## config.mk

```make
export PLATFORM = sky130hd
export DESIGN_NAME = wdt_windowed_watchdog
export DESIGN_NICKNAME = d
export VERILOG_FILES = /design/src/common/wdt_pkg.sv /design/src/wdt_edge_sync.sv /design/src/wdt_prescaler.sv /design/src/wdt_windowed_watchdog.sv
export SDC_FILE = /design/constraint.sdc
export NUM_CORES = 1
export LEC_CHECK = 0
export BUFFER_PORTS_ARGS = -buffer_cell sky130_fd_sc_hd__buf_2
export CAP_MARGIN = 15
export CORE_AREA = 2 2 103 105
export DETAILED_ROUTE_END_ITERATION = 7
export DIE_AREA = 0 0 105 107
export HOLD_SLACK_MARGIN = 0.02
export PLACE_DENSITY = 0.8
export SLEW_MARGIN = 20
export SYNTH_ARGS = -nofsm -noshare
export SYNTH_HDL_FRONTEND = slang
export SYNTH_HIERARCHICAL = 1
export SYNTH_SLANG_ARGS = --single-unit
```

## constraint.sdc

```tcl
create_clock -name mclk_i -period 7.15 [get_ports mclk_i]
set_input_delay 1.43 -clock mclk_i [delete_from_list [all_inputs] [get_ports mclk_i]]
set_output_delay 1.43 -clock mclk_i [all_outputs]
set_load 0.03 [all_outputs]
```

## src/common/wdt_pkg.sv

```systemverilog
// Constants and types shared by the windowed watchdog
package wdt_pkg;
  // ---------------------------------------------------------------
  // Register port
  // ---------------------------------------------------------------
  localparam int ADDR_W = 4;
  localparam int DATA_W = 16;
  localparam logic [3:0] RCR_ADDR = 4'h0;
  localparam logic [3:0] CNT_ADDR = 4'h1;
  localparam logic [3:0] CFG_ADDR = 4'h2;
  localparam logic [3:0] MODE_ADDR = 4'h3;
  localparam int RCR_IDLE_BIT = 2;
  localparam int RCR_SLEEP_BIT = 3;
  localparam int RCR_WATCHDOG_TIMEOUT_FLAG_BIT = 4;
  localparam int RCR_SWEN_BIT = 5;
  localparam logic [15:0] RDATA_RESET = 16'h0000;

  // ---------------------------------------------------------------
  // Configuration word fields
  // ---------------------------------------------------------------
  localparam int CFG_POST_LSB = 0;
  localparam int CFG_PRE_BIT = 4;
  localparam int CFG_WINSEL_LSB = 5;
  localparam int CFG_WINDOW_DISABLE_BIT_BIT = 7;
  localparam int CFG_EN_LSB = 14;
  localparam logic [15:0] CFG_RESET = 16'h0000;
  localparam logic [1:0] EN_SW_ONLY = 2'h0;

  // ---------------------------------------------------------------
  // Prescaler terminal counts (divide by 32 or by 128)
  // ---------------------------------------------------------------
  localparam logic [6:0] PRE_LAST_SHORT = 7'h1f;
  localparam logic [6:0] PRE_LAST_LONG = 7'h7f;
  localparam logic [6:0] PRE_RESET = 7'h00;
  localparam logic [15:0] POST_RESET = 16'h0000;

  typedef enum logic [2:0] {
    WDT_RUN = 3'h1,
    WDT_SLEEP = 3'h2,
    WDT_IDLE = 3'h4
  } wdt_mode_t;

  typedef struct packed {
    wdt_mode_t mode;
    logic [15:0] post_cnt;
    logic swen;
    logic watchdog_timeout_flag;
    logic sleep_f;
    logic idle_f;
    logic rst_req;
    logic wake;
    logic [15:0] cfg;
    logic [15:0] rdata;
  } wdt_core_t;
endpackage

```

## src/wdt_edge_sync.sv

```systemverilog
// Two-flop synchroniser with rising-edge detect for the RC clock pin
`timescale 1ns/1ps
module wdt_edge_sync (
  input wire logic mclk_i,
  input wire logic rstn_i,
  input wire logic async_i,
  output logic rise_o
);
  typedef struct packed {
    logic meta;
    logic sync;
    logic last;
  } wdt_sync_t;

  wdt_sync_t cur_reg;
  wdt_sync_t cur_next;

  always_comb begin
    cur_next.meta = async_i;
    cur_next.sync = cur_reg.meta;
    cur_next.last = cur_reg.sync;
  end

  always_ff @(posedge mclk_i or negedge rstn_i) begin
    if (!rstn_i) begin
      cur_reg <= '0;
    end else begin
      cur_reg <= cur_next;
    end
  end

  // Edge taken from the second and third stage only
  assign rise_o = cur_reg.sync & ~cur_reg.last;
endmodule

```

## src/wdt_prescaler.sv

```systemverilog
// Watchdog prescaler: divides RC clock edges by 32 or 128
`timescale 1ns/1ps
module wdt_prescaler #(
  parameter int CNT_W = 7
) (
  input wire logic mclk_i,
  input wire logic rstn_i,
  input wire logic edge_i,
  input wire logic run_i,
  input wire logic clr_i,
  input wire logic long_i,
  output logic tick_o
);
  typedef struct packed {
    logic [CNT_W-1:0] cnt;
  } wdt_pre_t;

  wdt_pre_t cur_reg;
  wdt_pre_t cur_next;
  logic [CNT_W-1:0] last;

  assign last = long_i ? CNT_W'(wdt_pkg::PRE_LAST_LONG) : CNT_W'(wdt_pkg::PRE_LAST_SHORT);
  // Tick is not gated by clear, which would loop back through the timeout
  assign tick_o = run_i & edge_i & (cur_reg.cnt == last);

  always_comb begin
    cur_next = cur_reg;
    if (clr_i || !run_i) begin
      cur_next.cnt = CNT_W'(wdt_pkg::PRE_RESET);
    end else if (edge_i) begin
      cur_next.cnt = (cur_reg.cnt == last) ? CNT_W'(0) : cur_reg.cnt + CNT_W'(1);
    end
  end

  always_ff @(posedge mclk_i or negedge rstn_i) begin
    if (!rstn_i) begin
      cur_reg <= '0;
    end else begin
      cur_reg <= cur_next;
    end
  end
endmodule

```

## src/wdt_windowed_watchdog.sv

```systemverilog
// Windowed watchdog timer with reset-control register and sleep wake
`timescale 1ns/1ps
module wdt_windowed_watchdog (
  input wire logic mclk_i,
  input wire logic rstn_i,
  input wire logic [3:0] addr_i,
  input wire logic [15:0] wdata_i,
  input wire logic wr_i,
  input wire logic rd_i,
  output logic [15:0] rdata_o,
  input wire logic [15:0] watchdog_config_word_i,
  input wire logic low_power_rc_clock_i,
  input wire logic watchdog_clear_instruction_i,
  input wire logic power_save_instruction_i,
  input wire logic power_save_idle_i,
  input wire logic wake_event_i,
  input wire logic clock_switch_done_i,
  input wire logic device_reset_i,
  output logic low_power_rc_clock_enable_o,
  output logic wdt_reset_o,
  output logic wdt_wake_o
);
  // ---------------------------------------------------------------
  // Helpers
  // ---------------------------------------------------------------
  function automatic logic [15:0] period_last(input logic [3:0] post);
    period_last = (16'h0001 << post) - 16'h0001;
  endfunction

  // Count at which clearing becomes legal; larger codes open earlier
  function automatic logic [15:0] win_open(input logic [3:0] post, input logic [1:0] sel);
    logic [15:0] p;
    p = 16'h0001 << post;
    case (sel)
      2'h0: win_open = p - (p >> 2);
      2'h1: win_open = p - (p >> 2) - (p >> 3);
      2'h2: win_open = p >> 1;
      2'h3: win_open = p >> 2;
      default: win_open = 16'h0000;
    endcase
  endfunction

  wdt_pkg::wdt_core_t cur_reg;
  wdt_pkg::wdt_core_t cur_next;

  logic rc_rise;
  logic tick;
  logic [3:0] post_sel;
  logic [1:0] win_sel;
  logic force_en;
  logic wdt_en;
  logic in_run;
  logic window_on;
  logic timeout;
  logic clr_run;
  logic viol;
  logic run_to;
  logic self_rst;
  logic any_rst;
  logic enter_ps;
  logic leave_ps;
  logic cnt_clr;
  logic rcr_wr;

  // ---------------------------------------------------------------
  // Clock input and prescaler
  // ---------------------------------------------------------------
  wdt_edge_sync u_sync (
    .mclk_i(mclk_i),
    .rstn_i(rstn_i),
    .async_i(low_power_rc_clock_i),
    .rise_o(rc_rise)
  );

  wdt_prescaler #(
    .CNT_W(7)
  ) u_pre (
    .mclk_i(mclk_i),
    .rstn_i(rstn_i),
    .edge_i(rc_rise),
    .run_i(wdt_en),
    .clr_i(cnt_clr),
    .long_i(cur_reg.cfg[wdt_pkg::CFG_PRE_BIT]),
    .tick_o(tick)
  );

  // ---------------------------------------------------------------
  // Event decode
  // ---------------------------------------------------------------
  assign post_sel = cur_reg.cfg[wdt_pkg::CFG_POST_LSB +: 4];
  assign win_sel = cur_reg.cfg[wdt_pkg::CFG_WINSEL_LSB +: 2];
  assign force_en = cur_reg.cfg[wdt_pkg::CFG_EN_LSB +: 2] != wdt_pkg::EN_SW_ONLY;
  assign wdt_en = force_en | cur_reg.swen;
  assign low_power_rc_clock_enable_o = wdt_en;
  assign in_run = cur_reg.mode == wdt_pkg::WDT_RUN;
  assign window_on = !cur_reg.cfg[wdt_pkg::CFG_WINDOW_DISABLE_BIT_BIT];
  assign timeout = tick && (cur_reg.post_cnt == period_last(post_sel));
  assign clr_run = watchdog_clear_instruction_i && in_run;
  assign viol = clr_run && wdt_en && window_on && (cur_reg.post_cnt < win_open(post_sel, win_sel));
  assign run_to = timeout && in_run;
  assign self_rst = run_to | viol;
  assign any_rst = device_reset_i | self_rst;
  assign enter_ps = power_save_instruction_i && in_run && !any_rst;
  assign leave_ps = !in_run && !device_reset_i && (wake_event_i | timeout);
  assign cnt_clr = any_rst | clock_switch_done_i | enter_ps | leave_ps | clr_run;
  assign rcr_wr = wr_i && (addr_i == wdt_pkg::RCR_ADDR);

  // ---------------------------------------------------------------
  // Next state
  // ---------------------------------------------------------------
  always_comb begin
    cur_next = cur_reg;
    cur_next.cfg = watchdog_config_word_i;
    cur_next.rst_req = self_rst;
    cur_next.wake = leave_ps && timeout;
    if (cnt_clr || !wdt_en) begin
      cur_next.post_cnt = wdt_pkg::POST_RESET;
    end else if (tick) begin
      cur_next.post_cnt = cur_reg.post_cnt + 16'h0001;
    end
    if (any_rst) begin
      cur_next.mode = wdt_pkg::WDT_RUN;
    end else begin
      case (cur_reg.mode)
        wdt_pkg::WDT_RUN: begin
          if (power_save_instruction_i) begin
            cur_next.mode = power_save_idle_i ? wdt_pkg::WDT_IDLE : wdt_pkg::WDT_SLEEP;
          end
        end
        wdt_pkg::WDT_SLEEP, wdt_pkg::WDT_IDLE: begin
          if (leave_ps) begin
            cur_next.mode = wdt_pkg::WDT_RUN;
          end
        end
        default: begin
          cur_next.mode = wdt_pkg::WDT_RUN;
        end
      endcase
    end
    if (any_rst) begin
      cur_next.swen = 1'b0;
    end else if (rcr_wr) begin
      cur_next.swen = wdata_i[wdt_pkg::RCR_SWEN_BIT];
    end
    // Hardware set wins over a software clear in the same cycle
    cur_next.watchdog_timeout_flag = (rcr_wr ? wdata_i[wdt_pkg::RCR_WATCHDOG_TIMEOUT_FLAG_BIT] : cur_reg.watchdog_timeout_flag) | timeout;
    cur_next.sleep_f = (rcr_wr ? wdata_i[wdt_pkg::RCR_SLEEP_BIT] : cur_reg.sleep_f)
                       | (enter_ps & !power_save_idle_i);
    cur_next.idle_f = (rcr_wr ? wdata_i[wdt_pkg::RCR_IDLE_BIT] : cur_reg.idle_f)
                      | (enter_ps & power_save_idle_i);
    cur_next.rdata = wdt_pkg::RDATA_RESET;
    if (rd_i) begin
      case (addr_i)
        wdt_pkg::RCR_ADDR: begin
          cur_next.rdata[wdt_pkg::RCR_SWEN_BIT] = cur_reg.swen;
          cur_next.rdata[wdt_pkg::RCR_WATCHDOG_TIMEOUT_FLAG_BIT] = cur_reg.watchdog_timeout_flag;
          cur_next.rdata[wdt_pkg::RCR_SLEEP_BIT] = cur_reg.sleep_f;
          cur_next.rdata[wdt_pkg::RCR_IDLE_BIT] = cur_reg.idle_f;
        end
        wdt_pkg::CNT_ADDR: begin
          cur_next.rdata = cur_reg.post_cnt;
        end
        wdt_pkg::CFG_ADDR: begin
          cur_next.rdata = cur_reg.cfg;
        end
        wdt_pkg::MODE_ADDR: begin
          cur_next.rdata = {13'h0000, cur_reg.mode};
        end
        default: begin
          cur_next.rdata = wdt_pkg::RDATA_RESET;
        end
      endcase
    end
  end

  // ---------------------------------------------------------------
  // State register
  // ---------------------------------------------------------------
  always_ff @(posedge mclk_i or negedge rstn_i) begin
    if (!rstn_i) begin
      cur_reg.mode <= wdt_pkg::WDT_RUN;
      cur_reg.post_cnt <= wdt_pkg::POST_RESET;
      cur_reg.swen <= 1'b0;
      cur_reg.watchdog_timeout_flag <= 1'b0;
      cur_reg.sleep_f <= 1'b0;
      cur_reg.idle_f <= 1'b0;
      cur_reg.rst_req <= 1'b0;
      cur_reg.wake <= 1'b0;
      cur_reg.cfg <= wdt_pkg::CFG_RESET;
      cur_reg.rdata <= wdt_pkg::RDATA_RESET;
    end else begin
      cur_reg <= cur_next;
    end
  end

  assign rdata_o = cur_reg.rdata;
  assign wdt_reset_o = cur_reg.rst_req;
  assign wdt_wake_o = cur_reg.wake;
endmodule

```

======== After elaboration in Yosys (flattened, before gate mapping) ========
Index checks and enable logic that the tools add are counted.
word-level totals
  register bits ........................... 67
  input bits .............................. 47
  output and inout bits ................... 19
  logic and storage cells ................. 99
cells by class
  add/subtract/negate cells ............... 5
  order comparisons ....................... 1
  equality and inequality tests ........... 13
  shift operators ......................... 1
  muxes and demuxes ....................... 21
  bitwise logic cells ..................... 17
  reduce and logical (&&, ||, !) cells .... 27
operators with widths
  operator                                                               number
  16-bit case mux with 4 select lines                                    1
  16-bit 2-to-1 mux                                                      3
  7-bit 2-to-1 mux                                                       4
  10-bit case mux with 2 select lines                                    1
  16-bit by 1-bit adder with 16-bit output (second input constant)       1
  16-bit == test                                                         1
  16-bit less-than comparator                                            1
  4-bit case mux with 4 select lines                                     1
  1-bit by 4-bit left shift with 16-bit output (first input constant)    1
  16-bit by 1-bit subtractor with 16-bit output (second input constant)  1
  16-bit by 13-bit subtractor with 16-bit output                         1
  16-bit by 14-bit subtractor with 16-bit output                         1
  1-bit logical AND                                                      12
  3-bit 2-to-1 mux                                                       4
  1-bit OR                                                               11
  4-bit by 2-bit == test with 1-bit output (second input constant)       2
  2-bit nonzero test                                                     4
  7-bit by 1-bit adder with 7-bit output (second input constant)         1
  7-bit == test                                                          1
  1-bit zero test                                                        6
  2-bit case mux with 3 select lines                                     1
  3-bit case mux with 2 select lines                                     1
  1-bit AND                                                              5
  1-bit 2-to-1 mux                                                       5
  other kinds (14)                                                       15

======== Longest topological paths before layout ========
  depth after elaboration ................. 15
  mapped depth ............................ 34
  gate-level depth less buffers ........... 31

======== Cells and area by module ========
Netlist, hierarchy kept.
modules (own cells, without submodules)
  module                 times used  cells each  area an instance (µm²)  seq. area each (µm²)
  wdt_windowed_watchdog  1           607         5436.5                  1427.6
  wdt_prescaler          1           47          444.2                   175.2
  wdt_edge_sync          1           4           88.8                    75.1

======== Worst setup path after synthesis ========
OpenSTA, ideal clock, no wires.
  path type ............................... register -> register
  start ................................... reg cur_reg[17] in the netlist's numbering
  end ..................................... reg u_pre/cur_reg[0] in the netlist's numbering
  setup time .............................. 82 ps
  arrival ................................. 5827 ps
  required time ........................... 7068 ps
  setup slack ............................. 1240 ps
  cell stages (with the launch flop) ...... 33
  buffers on the path ..................... 3
  clock period less this slack ............ 5910 ps
  cells stage by stage .................... dfrtp_1 -> buf_4 -> buf_6 -> buf_4 -> nor2b_1 -> nand2_1 -> inv_1 -> ha_1 -> nor2b_1 -> o31a_1 -> o21a_1 -> o21a_1 -> o21ai_0 -> nand2b_1 -> xnor2_1 -> inv_1 -> ha_1 -> and2_1 -> a22o_1 -> a31oi_1 -> nand2b_1 -> xnor2_1 -> mux4_2 -> ha_1 -> a21o_1 -> a21o_1 -> a21oi_1 -> o2111a_1 -> o31ai_4 -> nand4b_4 -> or2_2 -> or2b_4 -> o22ai_1
between the ends
  word-level cells in the longest chain between the ends .. 15
  elaborated cells between the ends (all ways) .. 23
  those cells by class .................... add/sub (3); order compare (1); eq/ne (1); shift (1); mux (2); bitwise (7); reduce/logical (8)
RTL lines
  item                                                           line                                                      RTL
  from (decl)                                                    wdt_windowed_watchdog.sv:43                               wdt_pkg::wdt_core_t cur_reg;
  from (signal assigned)                                         wdt_windowed_watchdog.sv:192                              cur_reg <= cur_next;
  1-bit by 4-bit left shift with 16-bit output *                 wdt_windowed_watchdog.sv:27, wdt_windowed_watchdog.sv:33
  16-bit by 14-bit subtractor with 16-bit output                 wdt_windowed_watchdog.sv:35, wdt_windowed_watchdog.sv:36
  16-bit by 13-bit subtractor with 16-bit output                 wdt_windowed_watchdog.sv:36                               2'h1: win_open = p - (p >> 2) - (p >> 3);
  16-bit case mux with 4 select lines                            wdt_windowed_watchdog.sv:34                               case (sel)
  16-bit less-than comparator                                    wdt_windowed_watchdog.sv:99                               assign viol = clr_run && wdt_en && window_on && (cur_reg.post_cnt < win_open(post_sel, win_sel));
  1-bit logical AND                                              wdt_windowed_watchdog.sv:99
  1-bit OR                                                       wdt_windowed_watchdog.sv:101                              assign self_rst = run_to | viol;
  1-bit OR                                                       wdt_windowed_watchdog.sv:102                              assign any_rst = device_reset_i | self_rst;
  1-bit zero test                                                wdt_windowed_watchdog.sv:103                              assign enter_ps = power_save_instruction_i && in_run && !any_rst;
  1-bit logical AND                                              wdt_windowed_watchdog.sv:103
  1-bit OR                                                       wdt_windowed_watchdog.sv:105                              assign cnt_clr = any_rst | clock_switch_done_i | enter_ps | leave_ps | clr_run;
  1-bit OR * (2 in series)                                       wdt_windowed_watchdog.sv:105
  via cnt_clr                                                    wdt_windowed_watchdog.sv:62                               logic cnt_clr;
  1-bit logical OR *                                             wdt_prescaler.sv:28                                       if (clr_i || !run_i) begin
  7-bit 2-to-1 mux / 2-bit nonzero test (equally long branches)  -
  to (signal assigned)                                           wdt_prescaler.sv:39                                       cur_reg <= cur_next;
  to (decl)                                                      wdt_prescaler.sv:18                                       wdt_pre_t cur_reg;
Mark *: on every way through the listed nets, which the timed path passes. The rest lies on a longest branch.
A chain may end at the register's enable or synchronous reset.

======== Final worst setup path ========
  start ................................... reg cur_reg[19] in the netlist's numbering
  end ..................................... reg u_pre/cur_reg[0] in the netlist's numbering
The elaborated chain is that of the path after synthesis.

==> flow_summary.json <==
{
  "grt_use_total_pct": 25.9,
  "p_per_area_nw_per_um2": 173,
  "skew_ns": 0.0142,
  "cts_resized": 0,
  "arrival_ns": 6.92,
  "p_sw_w": 0.000367,
  "timing.final.crit_share_pct": 93.0,
  "critical-path-max-stage-delay_ns": 0.66,
  "num_vias": 5095,
  "dr.first_iter.drc_count": 374,
  "syn-num-nets": 752,
  "coreArea_um2": 10100,
  "numCtsBuffers": 9,
  "grt_pass1_vias": 5065,
  "cp-start-kind": "flip-flop",
  "path_buf_inv": 2,
  "end_kind": "flip-flop",
  "vias_per_cell": 6.18,
  "regArea_um2": 1680,
  "top_layer_used": "met4",
  "synthToLayoutAreaGrowth_pct": 7.02,
  "relSlewSlack_pct": 39.0,
  "diodes": 0,
  "portBuffers": 53,
  "start_util_pct": 59.1,
  "critPathSlowestCell": "dfrtp_1",
  "largest_register_ffs": 39,
  "synth_cell_types": 85,
  "setup_violations": 0,
  "preCtsSetupSlack_ns": 0.593,
  "cp_common_cell": "ha_1",
  "final_cell_mix": "dfrtp_1 (65), buf_2 (53), nor2_1 (49), nand2_1 (45), ha_1 (45)",
  "drc": 0,
  "grt_pass1_wl_mm": 23.8,
  "wl_met2_mm": 6.98,
  "multi_input_area_um2": 3870,
  "die_w_um": 105,
  "intPower_w": 0.000736,
  "status": "finished clean",
  "drt_wl_total_mm": 14.1,
  "globalplace.congestion": 0.874,
  "async_reset_ff_share_pct": 100,
  "holdWs_ns": 0.354,
  "p_seq_share_pct": 36.8,
  "reg2reg_slack_ns": 0.50,
  "ant_nets": 0,
  "insertion_delay_ns": 0.35,
  "fill_cells": 896,
  "hpwl_mm": 10.4,
  "crit_fanout": 20,
  "wl_per_cell_um": 17.1,
  "worstRegToRegCells": 27,
  "postSynthAreaPerCell_um2": 9.07,
  "final_area_um2": 6390,
  "wl_met1_mm": 6.16,
  "drv_cap": 0,
  "cts.root.buffer_cell": "clkbuf_8",
  "timing.final.crit_period_ns": 6.65,
  "wl_met3_um": 756,
  "hold_class": "flip-flop to flip-flop",
  "max_slew.worst_pin.slew_ns": 0.913,
  "clkPwrFrac_pct": 29.9,
  "p_comb_share_pct": 33.2,
  "ir_worst_vdd_mv": 0.121,
  "cts_sinks": 67,
  "critPathTopFamily": "simple AND/OR/NAND/NOR gates",
  "worst_r2r_endpoint": "u_pre/cur_reg[0]",
  "fmax_ghz": 0.150,
  "cts_tree": "yes",
  "cts.path.max_buffers": 2,
  "drive_gt1_share_pct": 19.3,
  "yosys_warnings": 6,
  "synth_edf_count": 0,
  "htree_levels": 3,
  "grt_start_max_net_pins": 68,
  "num_io_pins": 66,
  "netlist_area_um2": 5970,
  "layout.nets": 778,
  "min_from": "u_sync/cur_next[1]",
  "grt_overflow_total": 0,
  "final-hold-violation-count": 0,
  "holdPathEnd": "u_sync/cur_next[0]",
  "worstSetupPathType": "flip-flop to flip-flop",
  "post_cts_buffers": 0,
  "dr.pass1.iters": 6,
  "maxSlewViolCount": 0,
  "antenna_found_initial": 0,
  "ys_seq_area_share_pct": 28.1,
  "place_area_um2": 6180,
  "worst-endpoint-required_ns": 7.42,
  "swShare_pct": 33.3,
  "setup_tns_ns": 0,
  "final_common_cell": "dfrtp_1",
  "clk_pin_slew_ns": 0.08,
  "fin_ws_ns": 0.499,
  "num_rows": 37,
  "die_area_um2": 11200,
  "synthFlopType": "dfrtp_1",
  "postSynthCellCount": 658,
  "die_h_um": 107,
  "leakage_nw": 2.89,
  "yosys_register_bits": 67,
  "ctsHoldBuffers": 0,
  "reg2reg_from": "cur_reg[19]",
  "rsz0062_at_grt": "false",
  "whs_path_depth": 0
}
[synth_stat cells, drive strengths merged (5+ instances only)]
library cell,instances,area share [%]
a211oi,7,1.0
a21o,11,1.4
a21oi,33,2.8
a22oi,12,1.5
and2,6,0.63
and3,11,1.2
buf,32,4.1
clkbuf,16,1.0
dfrtp,66,28
ha,45,9.4
inv,32,2.0
mux2,7,1.3
mux2i,12,2.0
mux4,9,3.4
nand2,45,2.8
nand2b,5,0.52
nand3,19,1.7
nand3b,7,0.88
nand4,14,1.6
nor2,50,3.2
nor2b,26,2.9
nor3,16,1.3
nor3b,6,0.75
nor4,19,3.4
o21a,15,1.9
o21ai,23,1.9
o31ai,6,0.99
or2,6,0.67
or3,7,0.73
xnor2,12,1.8
xor2,29,4.3
[how the worst max path moves through the flow]
stage	startpoint	endpoint	slack (ns)	cells after the start
floorplan	cur_reg[17]	u_pre/cur_reg[0]	1.24	32
global placement	cur_reg[19]	u_pre/cur_reg[3]	0.74	27
detailed placement	cur_reg[19]	u_pre/cur_reg[0]	0.59	27
CTS	cur_reg[19]	u_pre/cur_reg[0]	0.57	27
global route	cur_reg[19]	u_pre/cur_reg[0]	0.06	27
finish	cur_reg[19]	u_pre/cur_reg[0]	0.50	27
[through the flow]
| stage | utilization [%] | power (W) | instances |
|---|---|---|---|
| after floorplan | - | 0.000697 | 658 |
| after global placement | 61.2 | 0.000758 | 809 |
| after detailed placement | 61.2 | 0.000774 | 809 |
| after CTS | 63.3 | 0.00110 | 825 |
| after global routing | 63.3 | 0.00117 | 825 |
| final | 63.3 | 0.00110 | 825 |
[power by group through the flow]
stage | Combinational (W) | Clock (W) | Sequential (W)
after floorplan | 0.000294 | 0 | 0.000404
after global placement | 0.000345 | 0 | 0.000413
after detailed placement | 0.000360 | 0 | 0.000414
after CTS | 0.000363 | 0.000334 | 0.000406
after global routing | 0.000408 | 0.000355 | 0.000408
final | 0.000367 | 0.000331 | 0.000407
[per-layer routing]
layer / vias to the layer above / track usage (%)
li1: 2441 / -
met2: 183 / 44.1
met5: - / 0
met1: 2449 / 33.5
met3: 22 / 4.50
met4: 0 / 8.19
[layout make-up]
class / count / area share [%]
clock buffers: 11 / 2.37
clock inverters: 5 / 0.940
inverters: 32 / 1.88
multi-input cells: 511 / 60.5
flip-flops and latches: 67 / 26.3
well taps: 136 / 2.66
repair buffers: 63 / 5.33
[worst reg2reg max path, stage by stage (launching register included)]
cell and delay [ns]:
dfrtp_1 0.66, nor4b_4 0.50, ha_1 0.24, inv_1 0.06, fa_1 0.42, a211oi_1 0.24
nor2_1 0.14, o22ai_1 0.23, nor2b_1 0.08, o21a_1 0.17, nor2_1 0.11, xor2_1 0.25
inv_1 0.08, ha_1 0.33, and3_1 0.16, a21oi_1 0.17, a31oi_1 0.15, nor3_1 0.17
mux2_2 0.36, o22a_1 0.21, ha_1 0.30, nand4_1 0.19, o2111a_1 0.34, o31ai_4 0.10
nand4b_4 0.15, or2_2 0.31, or2b_4 0.29, o22ai_1 0.18
[logic make-up (layout without fill, tap and decap cells)]
kind of cell	Yosys count	after routing	share of synthesized area, %
multiplexers	28	28	6.73
AO/OA/AOI/OAI	144	144	17.0
AND/OR/NAND/NOR	251	251	24.8
buffers and inverters	80	111	7.19
flip-flops	67	67	28.1
adder cells (fa/ha/maj)	47	47	10.1
XOR/XNOR	41	41	6.02
(Power assumes the default switching activity.)
